$ cat src/include/mod_defines.vh
`ifndef MOD_DEFINES_VH
`define MOD_DEFINES_VH

// ==========================================================
// Instruction word layout.
`define MOD_WORD_W 16
`define MOD_OP_W 5
`define MOD_GRP_W 3
`define MOD_DIGIT_W 4

// ==========================================================
// Leading hex digit values.
`define MOD_LD_ZERO 4'h0
`define MOD_LD_STORE_SEC 4'h4
`define MOD_LD_STORE_PRIM 4'h6
`define MOD_LD_PARITY 4'h7
`define MOD_LD_ADD 4'h8
`define MOD_LD_SUB 4'h9
`define MOD_LD_LOAD_PRIM 4'hc
`define MOD_LD_LOAD_SEC 4'he

// ==========================================================
// Second hex digit values under a leading zero.
`define MOD_SD_ENH_STOR 4'h4
`define MOD_SD_FIELD 4'h5
`define MOD_SD_ENH_XFER 4'h7
`define MOD_SD_INTER 4'h8
`define MOD_SD_ENTER_A 4'ha
`define MOD_SD_ENH_REG 4'hb
`define MOD_SD_ENTER_Q 4'hc

// ==========================================================
// Third hex digit values of inter-register transfers.
`define MOD_TD_FROM_Q 4'h9
`define MOD_TD_FROM_A 4'ha

// ==========================================================
// Exact enhanced register codes and bound selectors.
`define MOD_CODE_MICRO 8'h01
`define MOD_CODE_LOAD_SET 8'h02
`define MOD_CODE_STORE_SET 8'h03
`define MOD_BOUND_UPPER 4'h0
`define MOD_BOUND_LOWER 4'h1

// ==========================================================
// Second word high bytes of enhanced storage references.
`define MOD_ESR_LOAD_REG 8'hc0
`define MOD_ESR_STORE_REG 8'hc1
`define MOD_ESR_LOAD_CHAR 8'hc2
`define MOD_ESR_STORE_CHAR 8'hc3

// ==========================================================
// Field reference store selector bit in the first word.
`define MOD_FIELD_STORE_BIT 7

// ==========================================================
// Decoded operation codes.
`define MOD_OP_NONE 5'h00
`define MOD_OP_LOAD_PRIMARY 5'h01
`define MOD_OP_STORE_PRIMARY 5'h02
`define MOD_OP_LOAD_SECONDARY 5'h03
`define MOD_OP_STORE_SECONDARY 5'h04
`define MOD_OP_STORE_PARITY 5'h05
`define MOD_OP_ENTER_PRIMARY 5'h06
`define MOD_OP_ENTER_SECONDARY 5'h07
`define MOD_OP_XFER_PRIMARY 5'h08
`define MOD_OP_XFER_SECONDARY 5'h09
`define MOD_OP_LOAD_SEL_REG 5'h0a
`define MOD_OP_STORE_SEL_REG 5'h0b
`define MOD_OP_LOAD_CHAR 5'h0c
`define MOD_OP_STORE_CHAR 5'h0d
`define MOD_OP_LOAD_FIELD 5'h0e
`define MOD_OP_STORE_FIELD 5'h0f
`define MOD_OP_ENH_XFER 5'h10
`define MOD_OP_LOAD_MICRO 5'h11
`define MOD_OP_LOAD_REGSET 5'h12
`define MOD_OP_STORE_REGSET 5'h13
`define MOD_OP_LOAD_UPPER 5'h14
`define MOD_OP_LOAD_LOWER 5'h15
`define MOD_OP_ADD 5'h16
`define MOD_OP_SUB 5'h17

// ==========================================================
// Instruction groups.
`define MOD_GRP_NONE 3'h0
`define MOD_GRP_STORAGE 3'h1
`define MOD_GRP_REGISTER 3'h2
`define MOD_GRP_INTER 3'h3
`define MOD_GRP_ENH_STOR 3'h4
`define MOD_GRP_ENH_REG 3'h5
`define MOD_GRP_ENH_INTER 3'h6
`define MOD_GRP_FIELD 3'h7

`endif

$ cat src/hdl/mod_decoder.v
// Functional notes
// - Leading digit C loads primary from memory.
// - Leading digit 6 stores primary to memory.
// - Leading digit E loads secondary from memory.
// - Leading digit 4 stores secondary to memory.
// - Leading digit 7 stores primary, parity into primary.
// - Pattern 0A enters operand into primary.
// - Pattern 0C enters operand into secondary.
// - Pattern 08A transfers from primary to destination.
// - Pattern 089 transfers from secondary register.
// - 04 then C0 loads selected register.
// - 04 then C1 stores selected register.
// - 04 then C2 loads character into primary.
// - 04 then C3 stores character from primary.
// - First byte 05 is field reference.
// - Pattern 07 is enhanced register transfer.
// - Exact 0B01 loads the micromemory.
// - Exact 0B02 loads register set.
// - Exact 0B03 stores register set.
// - 0Bx0 loads upper, 0Bx1 lower bound, except exact 0B01.
// - Leading digit 8 adds memory to primary.
// - Leading digit 9 subtracts memory from primary.
`timescale 1ns/1ns
`default_nettype none
`include "mod_defines.vh"

module mod_decoder (
  // Clock and reset.
  input wire i_core_clk,
  input wire i_rst_n,
  // Instruction words from fetch.
  input wire i_word_valid,
  input wire [15:0] i_word,
  output wire o_word_ready,
  // Decoded operation to execution control.
  output reg o_op_valid,
  output reg [4:0] o_op_code,
  output reg [2:0] o_op_group,
  output reg o_unimpl,
  output reg o_two_word,
  output reg [7:0] o_operand,
  output reg [3:0] o_reg_sel,
  output reg [15:0] o_first_word,
  output reg [15:0] o_second_word,
  output reg o_wait_second
);

  // ==========================================================
  // States.
  localparam ST_FIRST = 1'b0;
  localparam ST_SECOND = 1'b1;

  reg state_q;
  reg state_d;
  // First word of a pair, held until its second word arrives.
  reg [15:0] first_q;
  reg [15:0] first_d;

  // Hex digits of the offered word, leading digit first.
  wire [3:0] dig0;
  wire [3:0] dig1;
  wire [3:0] dig2;
  wire [3:0] dig3;
  wire [7:0] low_byte;
  wire [7:0] sec_high;

  assign dig0 = i_word[15:12];
  assign dig1 = i_word[11:8];
  assign dig2 = i_word[7:4];
  assign dig3 = i_word[3:0];
  assign low_byte = i_word[7:0];
  assign sec_high = i_word[15:8];

  // Every word is taken on the cycle it is offered.
  assign o_word_ready = 1'b1;

  // ==========================================================
  // Single word decode.
  reg [4:0] one_op;
  reg [2:0] one_grp;
  reg [7:0] one_operand;
  reg [3:0] one_reg;
  reg one_needs_second;

  always @* begin
    one_op = `MOD_OP_NONE;
    one_grp = `MOD_GRP_NONE;
    one_operand = 8'h00;
    one_reg = 4'h0;
    one_needs_second = 1'b0;
    // Storage references leave the address to the datapath.
    case (dig0)
      `MOD_LD_LOAD_PRIM: begin
        one_op = `MOD_OP_LOAD_PRIMARY;
        one_grp = `MOD_GRP_STORAGE;
      end
      `MOD_LD_STORE_PRIM: begin
        one_op = `MOD_OP_STORE_PRIMARY;
        one_grp = `MOD_GRP_STORAGE;
      end
      `MOD_LD_LOAD_SEC: begin
        one_op = `MOD_OP_LOAD_SECONDARY;
        one_grp = `MOD_GRP_STORAGE;
      end
      `MOD_LD_STORE_SEC: begin
        one_op = `MOD_OP_STORE_SECONDARY;
        one_grp = `MOD_GRP_STORAGE;
      end
      `MOD_LD_PARITY: begin
        one_op = `MOD_OP_STORE_PARITY;
        one_grp = `MOD_GRP_STORAGE;
      end
      `MOD_LD_ADD: begin
        one_op = `MOD_OP_ADD;
        one_grp = `MOD_GRP_STORAGE;
      end
      `MOD_LD_SUB: begin
        one_op = `MOD_OP_SUB;
        one_grp = `MOD_GRP_STORAGE;
      end
      `MOD_LD_ZERO: begin
        case (dig1)
          `MOD_SD_ENTER_A: begin
            one_op = `MOD_OP_ENTER_PRIMARY;
            one_grp = `MOD_GRP_REGISTER;
            one_operand = low_byte;
          end
          `MOD_SD_ENTER_Q: begin
            one_op = `MOD_OP_ENTER_SECONDARY;
            one_grp = `MOD_GRP_REGISTER;
            one_operand = low_byte;
          end
          `MOD_SD_INTER: begin
            case (dig2)
              `MOD_TD_FROM_A: begin
                one_op = `MOD_OP_XFER_PRIMARY;
                one_grp = `MOD_GRP_INTER;
                one_reg = dig3;
              end
              `MOD_TD_FROM_Q: begin
                one_op = `MOD_OP_XFER_SECONDARY;
                one_grp = `MOD_GRP_INTER;
                one_reg = dig3;
              end
              default: begin
                one_op = `MOD_OP_NONE;
              end
            endcase
          end
          `MOD_SD_ENH_STOR: begin
            // The first word of a pair only arms the wait state.
            one_needs_second = 1'b1;
            one_grp = `MOD_GRP_ENH_STOR;
            one_operand = low_byte;
          end
          `MOD_SD_FIELD: begin
            one_grp = `MOD_GRP_FIELD;
            one_operand = low_byte;
            if (i_word[`MOD_FIELD_STORE_BIT]) begin
              one_op = `MOD_OP_STORE_FIELD;
            end else begin
              one_op = `MOD_OP_LOAD_FIELD;
            end
          end
          `MOD_SD_ENH_XFER: begin
            one_op = `MOD_OP_ENH_XFER;
            one_grp = `MOD_GRP_ENH_INTER;
            one_operand = low_byte;
          end
          `MOD_SD_ENH_REG: begin
            one_grp = `MOD_GRP_ENH_REG;
            one_reg = dig2;
            // Exact codes are tested before the bound selectors.
            case (low_byte)
              `MOD_CODE_MICRO: begin
                one_op = `MOD_OP_LOAD_MICRO;
              end
              `MOD_CODE_LOAD_SET: begin
                one_op = `MOD_OP_LOAD_REGSET;
              end
              `MOD_CODE_STORE_SET: begin
                one_op = `MOD_OP_STORE_REGSET;
              end
              default: begin
                if (dig3 == `MOD_BOUND_UPPER) begin
                  one_op = `MOD_OP_LOAD_UPPER;
                end else if (dig3 == `MOD_BOUND_LOWER) begin
                  one_op = `MOD_OP_LOAD_LOWER;
                end else begin
                  one_op = `MOD_OP_NONE;
                end
              end
            endcase
          end
          default: begin
            one_op = `MOD_OP_NONE;
          end
        endcase
      end
      default: begin
        one_op = `MOD_OP_NONE;
      end
    endcase
  end

  // ==========================================================
  // Second word decode of enhanced storage references.
  // Unknown selectors give no operation and raise the flag.
  reg [4:0] two_op;

  always @* begin
    case (sec_high)
      `MOD_ESR_LOAD_REG: begin
        two_op = `MOD_OP_LOAD_SEL_REG;
      end
      `MOD_ESR_STORE_REG: begin
        two_op = `MOD_OP_STORE_SEL_REG;
      end
      `MOD_ESR_LOAD_CHAR: begin
        two_op = `MOD_OP_LOAD_CHAR;
      end
      `MOD_ESR_STORE_CHAR: begin
        two_op = `MOD_OP_STORE_CHAR;
      end
      default: begin
        two_op = `MOD_OP_NONE;
      end
    endcase
  end

  // ==========================================================
  // Sequencing and output selection.
  // Next values of the output registers.
  reg op_valid_d;
  reg [4:0] op_code_d;
  reg [2:0] op_group_d;
  reg unimpl_d;
  reg two_word_d;
  reg [7:0] operand_d;
  reg [3:0] reg_sel_d;
  reg [15:0] first_word_d;
  reg [15:0] second_word_d;

  always @* begin
    state_d = state_q;
    first_d = first_q;
    op_valid_d = 1'b0;
    op_code_d = o_op_code;
    op_group_d = o_op_group;
    unimpl_d = 1'b0;
    two_word_d = o_two_word;
    operand_d = o_operand;
    reg_sel_d = o_reg_sel;
    first_word_d = o_first_word;
    second_word_d = o_second_word;
    case (state_q)
      ST_FIRST: begin
        if (i_word_valid) begin
          if (one_needs_second) begin
            state_d = ST_SECOND;
            first_d = i_word;
          end else begin
            op_valid_d = 1'b1;
            op_code_d = one_op;
            op_group_d = one_grp;
            unimpl_d = (one_op == `MOD_OP_NONE);
            two_word_d = 1'b0;
            operand_d = one_operand;
            reg_sel_d = one_reg;
            first_word_d = i_word;
            second_word_d = 16'h0000;
          end
        end
      end
      ST_SECOND: begin
        // A second word is taken whatever its value.
        if (i_word_valid) begin
          state_d = ST_FIRST;
          op_valid_d = 1'b1;
          op_code_d = two_op;
          op_group_d = `MOD_GRP_ENH_STOR;
          unimpl_d = (two_op == `MOD_OP_NONE);
          two_word_d = 1'b1;
          // The operand stays that of the first word of the pair.
          operand_d = first_q[7:0];
          reg_sel_d = i_word[7:4];
          first_word_d = first_q;
          second_word_d = i_word;
        end
      end
      default: begin
        state_d = ST_FIRST;
      end
    endcase
  end

  // ==========================================================
  // State registers.
  // A reset drops a pending first word, so no stale pair completes.
  always @(posedge i_core_clk) begin
    if (!i_rst_n) begin
      state_q <= ST_FIRST;
      first_q <= 16'h0000;
    end else begin
      state_q <= state_d;
      first_q <= first_d;
    end
  end

  // ==========================================================
  // Output registers.
  // Outputs other than the pulses and the wait flag hold until the next operation.
  always @(posedge i_core_clk) begin
    if (!i_rst_n) begin
      o_op_valid <= 1'b0;
      o_op_code <= `MOD_OP_NONE;
      o_op_group <= `MOD_GRP_NONE;
      o_unimpl <= 1'b0;
      o_two_word <= 1'b0;
      o_operand <= 8'h00;
      o_reg_sel <= 4'h0;
      o_first_word <= 16'h0000;
      o_second_word <= 16'h0000;
      o_wait_second <= 1'b0;
    end else begin
      o_op_valid <= op_valid_d;
      o_op_code <= op_code_d;
      o_op_group <= op_group_d;
      o_unimpl <= unimpl_d;
      o_two_word <= two_word_d;
      o_operand <= operand_d;
      o_reg_sel <= reg_sel_d;
      o_first_word <= first_word_d;
      o_second_word <= second_word_d;
      o_wait_second <= (state_d == ST_SECOND);
    end
  end

endmodule

`default_nettype wire

$ cat config.mk
export PLATFORM = sky130hd
export DESIGN_NAME = mod_decoder
export DESIGN_NICKNAME = d
export VERILOG_FILES = /design/src/hdl/mod_decoder.v
export VERILOG_INCLUDE_DIRS = /design/src /design/src/include
export SDC_FILE = /design/constraint.sdc
export NUM_CORES = 1
export LEC_CHECK = 0
export BUFFER_PORTS_ARGS = -buffer_cell sky130_fd_sc_hd__buf_4
export CAP_MARGIN = 20
export CORE_UTILIZATION = 49
export CTS_CLUSTER_SIZE = 12
export DETAILED_ROUTE_END_ITERATION = 8
export HOLD_SLACK_MARGIN = 0.05
export PLACE_DENSITY_LB_ADDON = 0.12
export SLEW_MARGIN = 0
export SYNTH_ARGS = -nofsm -noshare
export SYNTH_HDL_FRONTEND = slang
export SYNTH_SLANG_ARGS = --single-unit
$ cat constraint.sdc
create_clock -name i_core_clk -period 1.45 [get_ports i_core_clk]
set_input_delay 0 -clock i_core_clk [delete_from_list [all_inputs] [get_ports i_core_clk]]
set_output_delay 0 -clock i_core_clk [all_outputs]
set_load 0.01 [all_outputs]
==> metrics.txt <==
status=finished, final reports clean; H-tree depth=3; global placement routability congestion=0.9263; IO Pins=76; Mapped Cells=376; number of synthesized register bits=72; crit path cell chain=buf_4, buf_4, nand2b_1, nor3_4, a21boi_4, buf_12, buf_12, buf_16, o211a_1; Worst Hold End=o_first_word[12]; fin. max-slew vios=0; area share of the largest cell type after synthesis=42.20%; die height=85.49 um; Avg Inst Size Synth=9.085 um2; layout cell share with drive strength beyond 1=33.94%; initial drt markers=235; hold path cells=4; Max Root-Sink Buffers=2; core area=0.006756 mm2; die area=0.007309 mm2; async set-reset flop share out of synthesis=0%; DPL Wire Length=6594 um; first-pass GRT wire length=14940 um; CP Max Fanout=23; Hold Crit Start=i_word[12]; Seq/Total Area, Yosys=42.20%; Max Clock Skew=0.01008 ns; clock buffer count from CTS=9; number of global-route vias before repair=2881; worst reg2reg path startpoint=o_wait_second; R2R setup slack=0.06 ns; detail-routed via count per cell=5.731; Post-Syn Area=0.003416 mm2; met1 GRT Util=36.10%; synth unique cells=51; Root Driver=clkbuf_8; Synth area leaders=dfxtp_1 (42%), mux2i_1 (6.4%), o211a_1 (5.6%); number of enable flip-flop cells after synthesis=0; P_leak=2.179 nW; hold crit path type=in2reg; Final Hold Fails=0; worst path required time=1.69 ns; prevailing post-synth register cell=dfxtp_1; Net Count, Synth=395; busiest grt layer=met2; final setup vio count=0; grt ovf=0; highest cell delay on the worst timing path=0.34 ns; CP endpoint kind=register; Routed wire per std cell=17.63 um; Num Clock Sinks=72; Tmin final=1.394 ns; leading area contributor after synthesis=dfxtp_1; max_cap viols=0; antenna-violating nets left=0; Vias=3301; synth warn=0; worst path bufs/invs=5; post-layout util=70.91%; starting density of the core=50.56%; TritonRoute pass-1 iters=5; TritonCTS clock tree=built; CP arrival=1.64 ns; Peak VDD IR=791.2 uV; Worst R2R Path Depth=7; largest net degree at the start of global routing=38; Peak Freq=0.7176 GHz; synth-to-layout area growth=40.26%; delay-heaviest family, CP=buffers and inverters; period utilization=96.11%; global routing usage on met2=41.82%; pwr dens=924.5 mW/mm2; FF-to-FF End=o_op_code[2]; Rows=30; dpl cells=543; Port Buffers=74; Worst Setup SP=i_word[11]; met3 usage=6.352%; GRT Overall Usage=26.58%; CTS clk-pin slew, worst paths=0.08 ns; final net count=509; non-filler cells, final=576; initial antenna violation count=1; Setup CP Type=in2reg; Remaining DRCs=0; CP max stage cell=nor3_4; drt total wl=10160 um; CP Launch Type=input pin; DIE WIDTH=85.49 um; worst skew pair latency=0.35 ns
[repair_timing]
action,CTS,global route
hold buffers,7,0
hold endpoints to repair,15,0
pin swaps,0,2
buffers inserted,0,5
setup endpoints to repair,5,30
resized for setup,3,12
gates cloned,1,3
[cell usage in the layout (no fill, tap or decap), drive strengths merged, types with 2 or more instances in the layout]
cell           n
inv            7
o211ai         3
nand4          3
a22oi         19
nand3b         3
dfxtp         72
nor2b         28
mux2i         22
nor2          24
a21boi        11
a21oi         18
dlygate4sd3    7
nor3           2
and3          10
clkinv         3
nand3          3
and2           2
o211a         19
nor4           4
a211oi         2
buf          132
nor4b          2
o21ai         23
nand4b         2
nand2         30
a31oi          2
clkbuf        11
a221oi         8
nand2b         7
xor2           2
[synthesized netlist by cell type (3+ instances only)]
cell type,instances
a21boi_0,8
a21oi_1,18
a221oi_1,8
a22oi_1,19
and3_1,10
buf_2,13
buf_6,4
clkbuf_1,18
dfxtp_1,72
inv_1,4
mux2i_1,22
nand2_1,30
nand2b_1,7
nand3b_1,3
nand4_1,3
nor2_1,23
nor2b_1,28
nor4_1,4
o211a_1,19
o211ai_1,3
o21ai_0,22
[cell type report]
class	count	area, um2
fill	554	1966
multi-input combinational	262	1828
sequential	72	1443
timing repair buffer	141	1201
clock buffer	9	123.9
tap	80	100.1
clock inverter	7	77.57
inverter	4	15.01
antenna	1	2.502
[worst max path at each step]
stage	end	slack, ns	depth (start not counted)
final	o_op_code[2]	0.06	9
after global routing	o_operand[5]	-0.008	10
after CTS	o_op_code[3]	0.005	6
after detailed placement	o_reg_sel[2]	-0.31	8
after global placement	o_reg_sel[1]	-0.29	8
after floorplan	o_op_code[2]	0.01	7
[cells by family after synthesis]
logic type | count (synthesis) | synth area share [%]
simple gates | 124 | 20.84
compound gates | 111 | 23.33
flops | 72 | 42.20
buf+inv | 43 | 6.300
mux | 22 | 6.447
xor+xnor | 3 | 0.7694
other cells | 1 | 0.1098
[per-stage QoR]
step	setup slack [ns]	instance area [um2]	power, mW	hold WS [ns]	TNS, ns
finish	0.05638	4791	4.429	0.06012	0
global route	-0.007787	4788	4.569	0.05466	-0.01269
CTS	0.005335	4623	4.386	0.05100	0
detailed placement	-0.3117	4299	2.706	0.3108	-15.08
global placement	-0.2860	4299	2.702	0.2993	-13.61
floorplan	0.01314	3420	2.420	0.1524	0
[routing by layer]
metal  vias to the layer above  wire [um]
li1                       1585          -
met1                      1594       4617
met2                       110       4802
met3                        12        572
met4                         0        164
met5                         -          0
[where the power goes]
group | leakage (nW) | internal [mW] | switching (mW)
registers | 0.588 | 2.03 | 0.0291
clock network | 0.106 | 0.817 | 0.865
logic | 1.49 | 0.348 | 0.338
total | 2.18 | 3.20 | 1.23
[sequential cells by signal, summed over array words and instances, names as in the netlist]
signal / flops
first_q: 16
o_first_word: 16
o_op_code: 5
o_op_group: 3
o_op_valid: 1
o_operand: 8
o_reg_sel: 4
o_second_word: 16
o_two_word: 1
o_unimpl: 1
o_wait_second: 1
[worst reg2reg max path: cells and delay by family (launching register included)]
family	cells	cell delay, ns
compound gates	2	0.28
buf+inv	4	0.57
flops	1	0.35
simple gates	1	0.10
No activity file was read; power rests on OpenSTA's default activity.
